<file path="config.mk">
export PLATFORM = sky130hd
export DESIGN_NAME = flash_status_block_protect
export DESIGN_NICKNAME = d
export VERILOG_FILES = /design/src/flash_bp_pkg.sv /design/src/spi_link_if.sv /design/src/flash_status_block_protect.sv /design/src/protect_decode.sv /design/src/spi_frontend.sv
export VERILOG_INCLUDE_DIRS = /design/src /design/src/src
export SDC_FILE = /design/constraint.sdc
export NUM_CORES = 1
export LEC_CHECK = 0
export ABC_AREA = 1
export BUFFER_PORTS_ARGS = -buffer_cell sky130_fd_sc_hd__clkbuf_2
export CELL_PAD_IN_SITES_DETAIL_PLACEMENT = 0
export CELL_PAD_IN_SITES_GLOBAL_PLACEMENT = 2
export CORE_MARGIN = 4
export CORE_UTILIZATION = 39
export CTS_BUF_LIST = sky130_fd_sc_hd__clkbuf_8
export DETAILED_ROUTE_END_ITERATION = 7
export PLACE_DENSITY = 0.89
export SETUP_SLACK_MARGIN = 0.02
export SLEW_MARGIN = 15
export SYNTH_ARGS = -nofsm -noshare
export SYNTH_HDL_FRONTEND = slang
export SYNTH_SLANG_ARGS = --single-unit
</file>
<file path="constraint.sdc">
create_clock -name ref_clk_i -period 5.6 [get_ports ref_clk_i]
set_input_delay 0.28 -clock ref_clk_i [delete_from_list [all_inputs] [get_ports ref_clk_i]]
set_output_delay 0.28 -clock ref_clk_i [all_outputs]
set_load 0.05 [all_outputs]
</file>
<file path="src/flash_bp_consts.svh">
// constants for the status register and block-protection logic
`ifndef FLASH_BP_CONSTS_SVH
`define FLASH_BP_CONSTS_SVH

// ----------------------------------------------------------------
// command opcodes
// ----------------------------------------------------------------
`define CMD_WREN      8'h06
`define CMD_WRDI      8'h04
`define CMD_RDSR      8'h05
`define CMD_WRSR      8'h01
`define CMD_RDFSR     8'h70
`define CMD_CLRFSR    8'h50
`define CMD_PROG      8'h12
`define CMD_SECT_ERS  8'hDC
`define CMD_DIE_ERS   8'hC4

// ----------------------------------------------------------------
// status register field positions
// ----------------------------------------------------------------
`define SR_SRWD_BIT   7
`define SR_BPMSB_BIT  6
`define SR_TB_BIT     5
`define SR_BPLO_HI    4
`define SR_BPLO_LO    2
`define SR_WEL_BIT    1
`define SR_BUSY_BIT   0
`define SR_RESET      8'h00

// ----------------------------------------------------------------
// flag status register field positions
// ----------------------------------------------------------------
`define FSR_READY_BIT 7
`define FSR_ERS_BIT   5
`define FSR_PRG_BIT   4
`define FSR_PROT_BIT  1
`define FSR_ADDR_BIT  0

// ----------------------------------------------------------------
// array geometry and timing
// ----------------------------------------------------------------
`define ADDR_BITS     28
`define SECTOR_LSB    16
`define SECTOR_BITS   12
`define CLK_PERIOD_NS 5
`define WRSR_TIME_NS  1000
`define WRSR_CYCLES   ((`WRSR_TIME_NS + `CLK_PERIOD_NS - 1) / `CLK_PERIOD_NS)

`endif

</file>
<file path="src/flash_bp_pkg.sv">
// types shared by the status register and block-protection logic
`default_nettype none
package flash_bp_pkg;
  typedef enum logic [3:0] {
    ST_OPC  = 4'b0001,
    ST_ADDR = 4'b0010,
    ST_DATA = 4'b0100,
    ST_OUT  = 4'b1000
  } cmd_state_t;

  typedef enum logic [1:0] {
    OP_PROG  = 2'h0,
    OP_SECT  = 2'h1,
    OP_DIE   = 2'h2
  } op_kind_t;
endpackage
`default_nettype wire

</file>
<file path="src/spi_link_if.sv">
// byte stream between the serial front end and the command core
`default_nettype none
interface spi_link_if;
  logic       byte_valid;
  logic [7:0] rx_byte;
  logic       frame_start;
  logic       frame_end;
  logic [7:0] tx_byte;
  logic       tx_en;

  modport front (output byte_valid, output rx_byte, output frame_start, output frame_end,
                 input tx_byte, input tx_en);
  modport core  (input byte_valid, input rx_byte, input frame_start, input frame_end,
                 output tx_byte, output tx_en);
endinterface
`default_nettype wire

</file>
<file path="src/flash_status_block_protect.sv">
// status register, block protection and command gating of a serial nor flash
//
// How it works
// - status bits 7 to 2 change only via write-status; read-status returns it
// - bit 7 set and write-protect pin low: write-status ignored
// - bit 7 arms pin protection; zero after reset allows writes
// - bit 5 picks top (0) or bottom (1) anchoring of region
// - protect code sits in bit 6 and bits 4 to 2
// - nonzero code refuses program and erase inside protected region
// - top: code n protects highest 2^(n-1) sectors; 13 up all
// - bottom: code n protects lowest 2^(n-1) sectors; 13 up all
// - die erase runs only when all protect bits are zero
// - write-enable latch clear at reset; needed for any modify
// - bit 0 reads busy during write-status, program or erase
// - bit 0 always inverse of flag bit 7
// - 28-bit address, sector index from address bits 27 to 16
// - program or erase on protected sector sets flag bit 1
// - flag bit 7 reads 0 busy, 1 ready
`include "flash_bp_consts.svh"
`default_nettype none
module flash_status_block_protect #(
  parameter int WRSR_CYCLES = `WRSR_CYCLES
) (
  input  wire logic                   ref_clk_i,
  input  wire logic                   rst_i,
  input  wire logic                   sclk_i,
  input  wire logic                   cs_n_i,
  input  wire logic                   si_i,
  input  wire logic                   wp_n_i,
  output var  logic                   so_o,
  output var  logic                   so_oe_o,
  output var  logic                   op_start_o,
  output var  flash_bp_pkg::op_kind_t op_kind_o,
  output var  logic [`ADDR_BITS-1:0]  op_addr_o,
  output var  logic [7:0]             op_data_o,
  input  wire logic                   op_done_i
);
  import flash_bp_pkg::*;

  // ----------------------------------------------------------------
  // front end and link
  // ----------------------------------------------------------------
  spi_link_if link ();

  logic so_q;
  logic so_oe_q;

  spi_frontend u_front (
    .ref_clk_i (ref_clk_i),
    .rst_i     (rst_i),
    .sclk_i    (sclk_i),
    .cs_n_i    (cs_n_i),
    .si_i      (si_i),
    .so_o      (so_q),
    .so_oe_o   (so_oe_q),
    .link      (link.front)
  );

  assign so_o    = so_q;
  assign so_oe_o = so_oe_q;

  // ----------------------------------------------------------------
  // state
  // ----------------------------------------------------------------
  cmd_state_t        state_q;
  logic [7:0]        cmd_q;
  logic [31:0]       addr_q;
  logic [1:0]        addr_cnt_q;
  logic [7:0]        data_q;
  logic              data_seen_q;
  logic              srwd_q;
  logic              tb_q;
  logic [3:0]        block_protect_code_q;
  logic              wel_q;
  logic              busy_q;
  logic              wrsr_active_q;
  logic              arr_active_q;
  logic [15:0]       wrsr_cnt_q;
  logic              err_prot_q;
  logic              err_prog_q;
  logic              err_erase_q;
  logic [1:0]        wp_s_q;
  logic              start_q;
  op_kind_t          kind_q;
  logic [`ADDR_BITS-1:0] op_addr_q;
  logic [7:0]        op_data_q;

  // write-protect pin crosses from outside; stage 0 feeds stage 1 only
  always_ff @(posedge ref_clk_i or posedge rst_i) begin
    if (rst_i) begin
      wp_s_q <= 2'h3;
    end else begin
      wp_s_q <= {wp_s_q[0], wp_n_i};
    end
  end

  // ----------------------------------------------------------------
  // command byte parser
  // ----------------------------------------------------------------
  always_ff @(posedge ref_clk_i or posedge rst_i) begin
    if (rst_i) begin
      state_q     <= ST_OPC;
      cmd_q       <= 8'h00;
      addr_q      <= 32'h0000_0000;
      addr_cnt_q  <= 2'h0;
      data_q      <= 8'h00;
      data_seen_q <= 1'b0;
    end else if (link.frame_start) begin
      state_q     <= ST_OPC;
      data_seen_q <= 1'b0;
      addr_cnt_q  <= 2'h0;
    end else if (link.byte_valid) begin
      unique case (state_q)
        ST_OPC: begin
          cmd_q <= link.rx_byte;
          if (link.rx_byte == `CMD_PROG || link.rx_byte == `CMD_SECT_ERS) begin
            state_q <= ST_ADDR;
          end else if (link.rx_byte == `CMD_RDSR || link.rx_byte == `CMD_RDFSR) begin
            state_q <= ST_OUT;
          end else begin
            state_q <= ST_DATA;
          end
        end
        ST_ADDR: begin
          addr_q     <= {addr_q[23:0], link.rx_byte};
          addr_cnt_q <= addr_cnt_q + 2'h1;
          if (addr_cnt_q == 2'h3) begin
            state_q <= ST_DATA;
          end
        end
        ST_DATA: begin
          data_q      <= link.rx_byte; // program keeps the last byte sent
          data_seen_q <= 1'b1;
        end
        ST_OUT: begin
          data_seen_q <= 1'b0;
        end
      endcase
    end
  end

  // ----------------------------------------------------------------
  // register images and read path
  // ----------------------------------------------------------------
  logic [7:0] status_byte;
  logic [7:0] flag_byte;

  always_comb begin
    status_byte                             = `SR_RESET;
    status_byte[`SR_SRWD_BIT]               = srwd_q;
    status_byte[`SR_BPMSB_BIT]              = block_protect_code_q[3];
    status_byte[`SR_TB_BIT]                 = tb_q;
    status_byte[`SR_BPLO_HI:`SR_BPLO_LO]    = block_protect_code_q[2:0];
    status_byte[`SR_WEL_BIT]                = wel_q;
    status_byte[`SR_BUSY_BIT]               = busy_q;
    flag_byte                               = 8'h00;
    flag_byte[`FSR_READY_BIT]               = ~busy_q;
    flag_byte[`FSR_ERS_BIT]                 = err_erase_q;
    flag_byte[`FSR_PRG_BIT]                 = err_prog_q;
    flag_byte[`FSR_PROT_BIT]                = err_prot_q;
    flag_byte[`FSR_ADDR_BIT]                = 1'b1;                        // always 4-byte addressing
  end

  // live value each byte, so polling a busy bit sees it fall mid-frame
  assign link.tx_en   = (state_q == ST_OUT);
  assign link.tx_byte = (cmd_q == `CMD_RDSR) ? status_byte : flag_byte;

  // ----------------------------------------------------------------
  // execution decisions at frame end
  // ----------------------------------------------------------------
  logic sector_hit;
  logic exec_ok;
  logic wrsr_try;
  logic wrsr_locked;
  logic wrsr_go;
  logic wrsr_rej;
  logic prog_try;
  logic sect_try;
  logic die_try;
  logic arr_go;
  logic arr_rej;
  logic wrsr_done;
  logic arr_done;

  protect_decode #(
    .SECTOR_BITS (`SECTOR_BITS)
  ) u_decode (
    .code_i   (block_protect_code_q),
    .bottom_i (tb_q),
    .sector_i (addr_q[`ADDR_BITS-1:`SECTOR_LSB]),
    .hit_o    (sector_hit)
  );

  // modifying commands need the latch and an idle controller
  assign exec_ok     = link.frame_end & ~busy_q & wel_q;
  assign wrsr_try    = exec_ok & (cmd_q == `CMD_WRSR) & data_seen_q;
  assign wrsr_locked = srwd_q & ~wp_s_q[1];
  assign wrsr_go     = wrsr_try & ~wrsr_locked;
  assign wrsr_rej    = wrsr_try & wrsr_locked;
  assign prog_try    = exec_ok & (cmd_q == `CMD_PROG) & (state_q == ST_DATA) & data_seen_q;
  assign sect_try    = exec_ok & (cmd_q == `CMD_SECT_ERS) & (state_q == ST_DATA);
  assign die_try     = exec_ok & (cmd_q == `CMD_DIE_ERS) & (state_q == ST_DATA);
  assign arr_go      = ((prog_try | sect_try) & ~sector_hit) |
                       (die_try & (block_protect_code_q == 4'h0));
  assign arr_rej     = ((prog_try | sect_try) & sector_hit) |
                       (die_try & (block_protect_code_q != 4'h0));
  assign wrsr_done   = wrsr_active_q & (wrsr_cnt_q == 16'h0001);
  assign arr_done    = arr_active_q & op_done_i;

  // nonvolatile bits: loaded only by an unlocked write-status
  always_ff @(posedge ref_clk_i or posedge rst_i) begin
    if (rst_i) begin
      srwd_q               <= 1'(`SR_RESET >> `SR_SRWD_BIT);
      tb_q                 <= 1'(`SR_RESET >> `SR_TB_BIT);
      block_protect_code_q <= 4'h0;
    end else if (wrsr_go) begin
      srwd_q               <= data_q[`SR_SRWD_BIT];
      tb_q                 <= data_q[`SR_TB_BIT];
      block_protect_code_q <= {data_q[`SR_BPMSB_BIT], data_q[`SR_BPLO_HI:`SR_BPLO_LO]};
    end
  end

  // write-enable latch; completion and rejection both drop it
  always_ff @(posedge ref_clk_i or posedge rst_i) begin
    if (rst_i) begin
      wel_q <= 1'b0;
    end else if (wrsr_rej | arr_rej | wrsr_done | arr_done) begin
      wel_q <= 1'b0;
    end else if (link.frame_end & ~busy_q & (cmd_q == `CMD_WRDI) & (state_q == ST_DATA)) begin
      wel_q <= 1'b0;
    end else if (link.frame_end & ~busy_q & (cmd_q == `CMD_WREN) & (state_q == ST_DATA)) begin
      wel_q <= 1'b1;
    end
  end

  // busy spans the write-status timer or the array operation
  always_ff @(posedge ref_clk_i or posedge rst_i) begin
    if (rst_i) begin
      busy_q        <= 1'b0;
      wrsr_active_q <= 1'b0;
      arr_active_q  <= 1'b0;
      wrsr_cnt_q    <= 16'h0000;
    end else begin
      if (wrsr_go) begin
        busy_q        <= 1'b1;
        wrsr_active_q <= 1'b1;
        wrsr_cnt_q    <= 16'(WRSR_CYCLES);
      end else if (arr_go) begin
        busy_q       <= 1'b1;
        arr_active_q <= 1'b1;
      end else if (wrsr_done | arr_done) begin
        busy_q        <= 1'b0;
        wrsr_active_q <= 1'b0;
        arr_active_q  <= 1'b0;
      end
      if (wrsr_active_q && wrsr_cnt_q != 16'h0000) begin
        wrsr_cnt_q <= wrsr_cnt_q - 16'h0001;
      end
    end
  end

  // error flags; a new error wins over a clear in the same cycle
  always_ff @(posedge ref_clk_i or posedge rst_i) begin
    if (rst_i) begin
      err_prot_q  <= 1'b0;
      err_prog_q  <= 1'b0;
      err_erase_q <= 1'b0;
    end else if (arr_rej) begin
      err_prot_q  <= 1'b1;
      err_prog_q  <= err_prog_q | prog_try;
      err_erase_q <= err_erase_q | sect_try | die_try;
    end else if (link.frame_end & (cmd_q == `CMD_CLRFSR) & (state_q == ST_DATA)) begin
      err_prot_q  <= 1'b0;
      err_prog_q  <= 1'b0;
      err_erase_q <= 1'b0;
    end
  end

  // ----------------------------------------------------------------
  // array request port
  // ----------------------------------------------------------------
  // refused requests never reach the array, so it is left unchanged
  always_ff @(posedge ref_clk_i or posedge rst_i) begin
    if (rst_i) begin
      start_q   <= 1'b0;
      kind_q    <= OP_PROG;
      op_addr_q <= '0;
      op_data_q <= 8'h00;
    end else begin
      start_q <= arr_go;
      if (arr_go) begin
        kind_q    <= prog_try ? OP_PROG : (sect_try ? OP_SECT : OP_DIE);
        op_addr_q <= addr_q[`ADDR_BITS-1:0];
        op_data_q <= data_q;
      end
    end
  end

  assign op_start_o = start_q;
  assign op_kind_o  = kind_q;
  assign op_addr_o  = op_addr_q;
  assign op_data_o  = op_data_q;
endmodule // flash_status_block_protect
`default_nettype wire

</file>
<file path="src/protect_decode.sv">
// decodes the block-protect code and top/bottom bit against one sector index
`default_nettype none
module protect_decode #(
  parameter int SECTOR_BITS = 12
) (
  input  wire logic [3:0]             code_i,
  input  wire logic                   bottom_i,
  input  wire logic [SECTOR_BITS-1:0] sector_i,
  output var  logic                   hit_o
);
  logic [SECTOR_BITS-1:0] probe;
  logic [3:0]             shamt;

  // a region of 2^(n-1) sectors at the top holds every sector whose upper
  // bits are all ones; at the bottom, every sector whose upper bits are zero
  always_comb begin
    probe = bottom_i ? sector_i : ~sector_i;
    shamt = code_i - 4'h1;
    if (code_i == 4'h0) begin
      hit_o = 1'b0;
    end else if (code_i >= 4'hD) begin
      hit_o = 1'b1;
    end else begin
      hit_o = ((probe >> shamt) == '0);
    end
  end
endmodule // protect_decode
`default_nettype wire

</file>
<file path="src/spi_frontend.sv">
// oversampled serial front end: synchronisers, edge detect, byte shift in and out
`default_nettype none
module spi_frontend (
  input  wire logic ref_clk_i,
  input  wire logic rst_i,
  input  wire logic sclk_i,
  input  wire logic cs_n_i,
  input  wire logic si_i,
  output var  logic so_o,
  output var  logic so_oe_o,
  spi_link_if.front link
);
  logic [2:0] sclk_s_q;
  logic       so_q;
  logic       so_oe_q;
  logic [2:0] cs_s_q;
  logic [1:0] si_s_q;
  logic [2:0] bit_cnt_q;
  logic [6:0] rx_sh_q;
  logic [7:0] tx_sh_q;
  logic       load_q;
  logic       sclk_rise;
  logic       sclk_fall;
  logic       active;

  // ----------------------------------------------------------------
  // synchronisers; stage 0 is read only by stage 1
  // ----------------------------------------------------------------
  always_ff @(posedge ref_clk_i or posedge rst_i) begin
    if (rst_i) begin
      sclk_s_q <= 3'h0;
      cs_s_q   <= 3'h7;
      si_s_q   <= 2'h0;
    end else begin
      sclk_s_q <= {sclk_s_q[1:0], sclk_i};
      cs_s_q   <= {cs_s_q[1:0], cs_n_i};
      si_s_q   <= {si_s_q[0], si_i};
    end
  end

  assign active    = ~cs_s_q[1];
  assign sclk_rise = sclk_s_q[1] & ~sclk_s_q[2] & active;
  assign sclk_fall = ~sclk_s_q[1] & sclk_s_q[2] & active;

  // pins follow their flops directly, no logic in between
  assign so_o    = so_q;
  assign so_oe_o = so_oe_q;

  // frame edges as one-cycle pulses
  always_ff @(posedge ref_clk_i or posedge rst_i) begin
    if (rst_i) begin
      link.frame_start <= 1'b0;
      link.frame_end   <= 1'b0;
    end else begin
      link.frame_start <= cs_s_q[2] & ~cs_s_q[1];
      link.frame_end   <= ~cs_s_q[2] & cs_s_q[1];
    end
  end

  // shift in msb first on rising edges; count restarts every frame
  always_ff @(posedge ref_clk_i or posedge rst_i) begin
    if (rst_i) begin
      bit_cnt_q       <= 3'h0;
      rx_sh_q         <= 7'h00;
      link.byte_valid <= 1'b0;
      link.rx_byte    <= 8'h00;
    end else begin
      link.byte_valid <= 1'b0;
      if (!active) begin
        bit_cnt_q <= 3'h0;
      end else if (sclk_rise) begin
        rx_sh_q   <= {rx_sh_q[5:0], si_s_q[1]};
        bit_cnt_q <= bit_cnt_q + 3'h1;
        if (bit_cnt_q == 3'h7) begin
          link.byte_valid <= 1'b1;
          link.rx_byte    <= {rx_sh_q, si_s_q[1]};
        end
      end
    end
  end

  // load one cycle after a byte so the core has settled its answer;
  // the next falling edge is many cycles away at any legal link rate
  always_ff @(posedge ref_clk_i or posedge rst_i) begin
    if (rst_i) begin
      load_q  <= 1'b0;
      tx_sh_q <= 8'h00;
      so_q    <= 1'b0;
      so_oe_q <= 1'b0;
    end else begin
      load_q  <= link.byte_valid;
      so_oe_q <= link.tx_en & active;
      if (load_q) begin
        tx_sh_q <= link.tx_byte;
      end else if (sclk_fall) begin
        so_q    <= tx_sh_q[7];
        tx_sh_q <= {tx_sh_q[6:0], 1'b0};
      end
    end
  end
endmodule // spi_frontend
`default_nettype wire

</file>
==> impl_metrics.ini, run 1 <==
[run_status]
status = finished, final reports clean

[logic_synthesis]
syn_area_sq_um = 7198
async_flop_share_pct = 100.0
synth_top_area_share_pct = 53.88
synth_cell_type_count = 44
synthMostInstantiatedCell = nand2_1
synth-edff-count = 0
synth.yosys.seq_area_share_pct = 56.08
cell_type_with_the_largest_total_area_after_synthesis = dfrtp_1
synth_top_cells_by_count = nand2_1 (196), dfrtp_1 (155), inv_1 (101)
postSynthRegisterBits = 161
syn-mean-instance-area_sq_um = 9.158
netlist_top_cells_area = dfrtp_1 (54%), nand2_1 (10%), o21ai_0 (5.3%)
synthFlopType = dfrtp_1
yosys_warns = 0
synthCells = 786
syn-num-nets = 801

[pwr]
static-leakage-power_nw = 3.901
power_switching_share_pct = 25.70
internal_power_mw = 1.561
share_seq_of_total_power_pct = 57.7
switching_power_mw = 0.5400
comb_power_share_pct = 4.7
powerDensity_nw_per_um2 = 262.6
clock_power_share_pct = 37.6
finalPower_mw = 2.101
vdd.ir_drop.worst_mv = 0.1560

[global_route]
grt_antenna_before_repair = 0
maximum_number_of_pins_on_one_net_before_global_route_repair = 89
globalRoute.totalOverflow = 0
grt_util_all_layers_pct = 15.59
global_route_wire_length_before_repair_um = 25690
first_global_vias = 5045

[placement]
io_buffers = 47
place_area_sq_um = 7587
detailed_place_hpwl_um = 10540
detailedPlace.worstSlack_ns = 3.008
gp_congestion = 0.8087

[hold_path]
min_delay_path_depth = 4
hp-class = input pin to flop

[critical_path]
cp_data_arrival_time_ns = 2.95
critPathKind = flop to flop
worstSetupStartpointType = flop
critical_path_required_ns = 5.94
cpPeakStageDelay_ns = 0.53
crit_path_max_fanout = 71
slowest_stage_cell_cp = dfrtp_1
cp_common_cell = nand2_1
timing.critical_path.cells = inv_1, ha_1, nor2_1, o21ai_0, nand2_1, nand3_1, nand2_1, nand3_1, nand3_2, nand2_4, nand2_8, inv_2, nand2_1, nand2_1
ff2ff_path_depth = 14
cp-end-kind = flop

[timing]
slew_viol_final = 0
setup-tns-final_ns = 0
hold_viol = 0
period_share_pct = 46.54
clock.fmax_mhz = 383.7
setup-violations-final = 0
finalWorstPathRequiredPeriod_ns = 2.606
finalClockSkew_ns = 0.01470
tightest_slew_ns = 0.9271
worst_slew_margin_rel_pct = 38.20
post-route-worst-setup-slack_ns = 2.994
rsz0062_at_grt = false

[detailed_routing]
first_iter_violations = 346
vias = 5110
drt_pass1_iterations = 7
post_drt_wl_per_cell_um = 13.81
final_antenna_net_count = 0
detail_route.vias_per_cell = 4.731
remaining_drc_errors = 0
totalWireLength_um = 14920

[floorplanning]
num_io_pins = 48
rows = 49
total_core_area_sq_um = 18090
die_height_um = 143.9
fp.dieW_um = 143.9
die-area_sq_um = 20690
initial_utilization_pct = 39.80

[run]
maxCapViolations = 0

[final_layout]
diodes = 0
areaGrowthSynthToFinish_pct = 11.14
final.fill_count = 1767
final_layout_size_suffix_gt1_share_pct = 17.27
final_cell_area_sq_um = 8000
finalNetCount = 853

[clock_tree]
clkTransAtPathRegs_ns = 0.09
h-tree-depth = 4
clock_tree.root_cell = clkbuf_8
cts_buffer_depth = 2
cts_resized = 0
clock_buffer_count_from_cts = 17
cts_tree = done
tritoncts_num_sinks = 161
clock_latency_ns = 0.45
## layout by cell type, fill, tap and decap left out, types with 4 or more instances in the layout
cell / count
nand2_1: 196
dfrtp_1: 155
inv_1: 100
o21ai_0: 76
nor2_1: 50
clkbuf_2: 47
o21ai_2: 38
nand3_1: 37
clkbuf_8: 19
a21oi_1: 13
nor3_1: 10
o22ai_1: 10
xor2_1: 9
ha_1: 8
nand4_1: 7
inv_6: 7
o211ai_1: 6
dfstp_2: 6
nand2_2: 5
nand3_2: 5
o221ai_1: 5
dlygate4sd3_1: 5
nor4_1: 4
clkinvlp_4: 4
## cells by family after synthesis
group / synth area share [%]
DFF: 56.08
and+or+nand+nor: 19.56
xor gates and xnor gates: 1.565
AOI/OAI and AO/OA: 13.71
buffers and inverters: 7.700
adders and majority gates: 1.391
## state kept, by name, indices dropped and copies added (netlist names), 2 cells and up
name / count
addr_q: 28
u_front.link.rx_byte: 8
wrsr_cnt_q: 16
state_q: 4
u_front.sclk_s_q: 3
block_protect_code_q: 4
addr_cnt_q: 2
data_q: 8
u_front.tx_sh_q: 8
wp_s_q: 2
op_kind_o: 2
cmd_q: 8
u_front.rx_sh_q: 7
u_front.si_s_q: 2
u_front.cs_s_q: 3
u_front.bit_cnt_q: 3
op_data_o: 8
op_addr_o: 28
## per-stage QoR
step	std cells	hold slack (ns)	util, %
global placement	1043	0.3351	41.95
floorplan	786	0.2845	-
global route	1080	0.2822	44.23
CTS	1080	0.2262	44.23
finish	1080	0.2433	44.23
detailed placement	1043	0.3418	41.95
## worst max-delay path: cells and delay by family (launching register included)
| kind | cells | cell delay [ns] |
|---|---|---|
| simple gates | 10 | 1.09 |
| buf+inv | 2 | 0.38 |
| compound gates | 1 | 0.09 |
| fa+ha+maj | 1 | 0.38 |
| flops | 1 | 0.53 |
## metal layers
| layer | track usage, % | up-vias | share of wire, % |
|---|---|---|---|
| li1 | - | 2650 | - |
| met1 | 22.89 | 2398 | 52 |
| met2 | 23.40 | 51 | 44 |
| met3 | 3.627 | 11 | 2.6 |
| met4 | 3.865 | 0 | 0.97 |
| met5 | 0 | - | 0 |
## power by group through the flow
stage / Sequential, mW / Clock, mW / Combinational (mW)
final: 1.21 / 0.789 / 0.0992
after global routing: 1.22 / 0.871 / 0.117
after CTS: 1.21 / 0.818 / 0.102
after detailed placement: 1.24 / 0 / 0.0993
after global placement: 1.24 / 0 / 0.0984
after floorplan: 1.24 / 0 / 0.0708
## area by class of cell
cell class	instances	area [sq um]	share of cell area, %
clock buffer	19	261.5	3.269
timing repair buffer	55	307.8	3.847
multi-input combinational	498	2608	32.59
inverter	105	399.1	4.989
tap	229	286.5	3.581
clock inverter	13	101.3	1.267
sequential	161	4036	50.45
## path summary, 6_finish.rpt
| kind | startpoint | to | slack, ns |
|---|---|---|---|
| min reg2reg | u_front.sclk_s_q[0]$_DFF_PP0_ | u_front.sclk_s_q[1]$_DFF_PP0_ | 0.36 |
| max reg2reg | block_protect_code_q[0]$_DFFE_PP0P_ | op_data_o[7]$_DFFE_PP0P_ | 2.99 |
| min | op_done_i | wel_q$_DFFE_PP0P_ | 0.24 |
| max in group asynchronous | rst_i | u_front.so_o$_DFFE_PP0P_ | 3.63 |
| min in group asynchronous | rst_i | u_front.rx_sh_q[0]$_DFFE_PP0P_ | 0.52 |
| max | block_protect_code_q[0]$_DFFE_PP0P_ | op_data_o[7]$_DFFE_PP0P_ | 2.99 |
## repair_timing
action                                 CTS  global route
buffers inserted                         0             0
endpoints found under the hold margin   68             0
hold buffers                             5             0
setup endpoints to repair                0             0
Power figures use the tool's default switching activity.
==> run 2, diff against run 1 <==
ABC_AREA = 0   (was 1)
PLACE_DENSITY = 0.85   (was 0.89)
clock period = 2.3 ns   (was 5.6 ns; I/O delays follow)
==> run 2 against run 1 <==
Net effect: the flow now finishes with violations (negative setup slack); sequential cell count unchanged; first-iteration DRC count decreased by 23%; hold slack got worse by 0.20 ns; non-clock buffer count increased by 57; maximum frequency increased by 8.1%; critical path type unchanged; largest power group unchanged.
==> impl_metrics.ini, run 2 <==
[detailed_routing]
first_iter_violations = 266
vias = 4692
post_drt_wl_per_cell_um = 16.81
detail_route.wirelength.met1_um = 7147
drt_pass1_iterations = 4
dr.max_layer_used = met4
routed_length_on_met2_um = 7452
remaining_drc_errors = 0
detail_route.vias_per_cell = 5.145
totalWireLength_um = 15330
final_antenna_net_count = 0
wl_met3_um = 448

[clock_tree]
h-tree-depth = 4
clock_buffer_count_from_cts = 17
tritoncts_num_sinks = 161
cts_buffer_depth = 2
clkTransAtPathRegs_ns = 0.09
clock_tree.root_cell = clkbuf_8
clock_latency_ns = 0.46
cts_tree = done

[logic_synthesis]
syn-mean-instance-area_sq_um = 12.75
synthCells = 557
synth_cell_type_count = 64
synth_top_cells_by_count = dfrtp_1 (155), mux2_2 (67), nand2_1 (34)
syn_area_sq_um = 7102
yosys_warns = 0
synth.yosys.seq_area_share_pct = 56.84
async_flop_share_pct = 100.0
synthMostInstantiatedCell = dfrtp_1
netlist_top_cells_area = dfrtp_1 (55%), mux2_2 (11%), mux2_4 (6.1%)
synth_top_area_share_pct = 54.62
postSynthRegisterBits = 161
cell_type_with_the_largest_total_area_after_synthesis = dfrtp_1
synth-edff-count = 0
synthFlopType = dfrtp_1
syn-num-nets = 572

[floorplanning]
initial_utilization_pct = 39.53
num_io_pins = 48
fp.dieW_um = 142.9
die-area_sq_um = 20430
total_core_area_sq_um = 17960
rows = 49
die_height_um = 142.9

[pwr]
powerDensity_nw_per_um2 = 621.9
finalPower_mw = 5.421
power_switching_share_pct = 24.34
clock_power_share_pct = 42.8
switching_power_mw = 1.319
comb_power_share_pct = 2.8
vdd.ir_drop.worst_mv = 0.4769
static-leakage-power_nw = 4.189
internal_power_mw = 4.101
share_seq_of_total_power_pct = 54.4

[critical_path]
critPathKind = flop to flop
cpPeakStageDelay_ns = 0.41
ff2ff_path_depth = 10
timing.critical_path.cells = inv_1, ha_4, o21ai_2, nand3b_1, a222oi_1, o2111ai_2, and3_4, buf_12, buf_12, mux2_4
crit_path_max_fanout = 7
critical_path_required_ns = 2.65
cp-end-kind = flop
slowest_stage_cell_cp = dfrtp_1
cp_data_arrival_time_ns = 2.76
worstSetupStartpointType = flop
cp_common_cell = buf_12

[global_route]
globalRoute.totalOverflow = 0
grt_util_all_layers_pct = 15.99
maximum_number_of_pins_on_one_net_before_global_route_repair = 112
global_route_wire_length_before_repair_um = 25790
grt_antenna_before_repair = 0
first_global_vias = 4945

[final_layout]
mostFrequentLayoutCells = dfrtp_1 (153), mux2_2 (62), buf_4 (50)
final.fill_count = 1560
diodes = 0
finalNetCount = 685
utilization_pct = 48.52
layout_commonest_cell = dfrtp_1
areaGrowthSynthToFinish_pct = 22.73
final_layout_size_suffix_gt1_share_pct = 39.39

[timing]
clock.fmax_mhz = 415.0
finalClockSkew_ns = 0.01361
worst_slew_margin_rel_pct = 61.14
post-route-worst-setup-slack_ns = -0.1096
hold_viol = 0
setup-violations-final = 25
rsz0062_at_grt = true
setup-tns-final_ns = -2.364
finalWorstPathRequiredPeriod_ns = 2.410
tightest_slew_ns = 0.5829
slew_viol_final = 0
period_share_pct = 104.8

[run_status]
status = finished with violations
failing_checks = negative setup slack

[placement]
gp_congestion = 0.8460
io_buffers = 47
detailed_place_hpwl_um = 10570
detailedPlace.worstSlack_ns = -0.1648

[hold_path]
hp-class = input pin to flop
min_delay_path_depth = 4

[run]
maxCapViolations = 0
run 2: cell types whose count changed in the layout (fill, tap and decap cells not counted), moves of 8 or more:
cell and delta:
nor2b_1 +19, nand2b_1 +8, inv_1 -90, buf_12 +8, buf_4 +47, o21ai_0 -54, xor2_1 -8, mux2_2 +62
mux2i_1 +11, nand2_1 -164, nand3_1 -22, o21ai_2 -35, mux2_4 +34, nor2_1 -18
run 2: final timing paths:
check                                               startpoint                           to  slack, ns
min                                                  op_done_i            wel_q$_DFFE_PP0P_       0.04
max in group asynchronous                                rst_i             tb_q$_DFFE_PP0P_       1.24
min in group asynchronous                                rst_i   wrsr_cnt_q[15]$_DFFE_PP0P_       0.16
min reg2reg                        u_front.cs_s_q[0]$_DFF_PP1_  u_front.cs_s_q[1]$_DFF_PP1_       0.35
max reg2reg                block_protect_code_q[1]$_DFFE_PP0P_     op_addr_o[4]$_DFFE_PP0P_      -0.11
max                        block_protect_code_q[1]$_DFFE_PP0P_     op_addr_o[4]$_DFFE_PP0P_      -0.11
run 2: what timing repair did:
action / CTS / global route
pin swaps: 6 / 10
gates cloned: 2 / 0
resized for setup: 14 / 17
setup buffers: 6 / 6
setup endpoints to repair: 38 / 48
hold endpoints to repair: 17 / 0
hold buffers: 5 / 0
run 2: final cells by class:
class                      instances  area, sq um  area share, %
sequential                       161         4039          46.34
clock inverter                    15        211.5          2.426
multi-input combinational        366         3018          34.63
clock buffer                      17        234.0          2.684
timing repair buffer             112        875.8          10.05
tap                              229        286.5          3.287
inverter                          12        51.30         0.5886
run 2: worst max-delay path, delay by kind of cell, from the launching register on:
kind                       cells  cell delay (ns)
AOI/OAI and AO/OA              3             0.67
DFF                            1             0.41
buffers and inverters          3             0.40
and+or+nand+nor                2             0.30
muxes                          1             0.29
adders and majority gates      1             0.22
run 2: through the flow:
step | cells | hold WS (ns) | cell area [sq um]
finish | 912 | 0.03869 | 8716
global placement | 863 | 0.1069 | 7953
floorplan | 557 | 0.1195 | 7127
detailed placement | 863 | 0.1064 | 7953
CTS | 907 | 0.0003456 | 8615
global route | 912 | 0.06489 | 8716
run 2: kinds of logic after synthesis:
logic type	after synthesis	synth area share [%]
AO/OA/AOI/OAI	87	8.070
XOR/XNOR	5	0.6166
adder cells (fa/ha/maj)	8	1.409
buffers and inverters	30	2.414
flip-flops	161	56.84
multiplexers	109	18.59
AND/OR/NAND/NOR	157	12.07
run 2: power groups by stage:
| stage | logic, mW | registers [mW] | clock network [mW] |
|---|---|---|---|
| 3_5_place_dp | 0.153 | 3.01 | 0 |
| 3_3_place_gp | 0.147 | 3.00 | 0 |
| 5_1_grt | 0.179 | 2.96 | 2.50 |
| 6_report | 0.154 | 2.95 | 2.32 |
| 2_1_floorplan | 0.115 | 2.98 | 0 |
| 4_1_cts | 0.160 | 2.95 | 2.39 |
run 2: layer usage:
| metal | track usage, % | vias to the layer above |
|---|---|---|
| li1 | - | 2248 |
| met4 | 6.003 | 0 |
| met3 | 3.349 | 19 |
| met5 | 0 | - |
| met2 | 25.54 | 56 |
| met1 | 21.57 | 2369 |
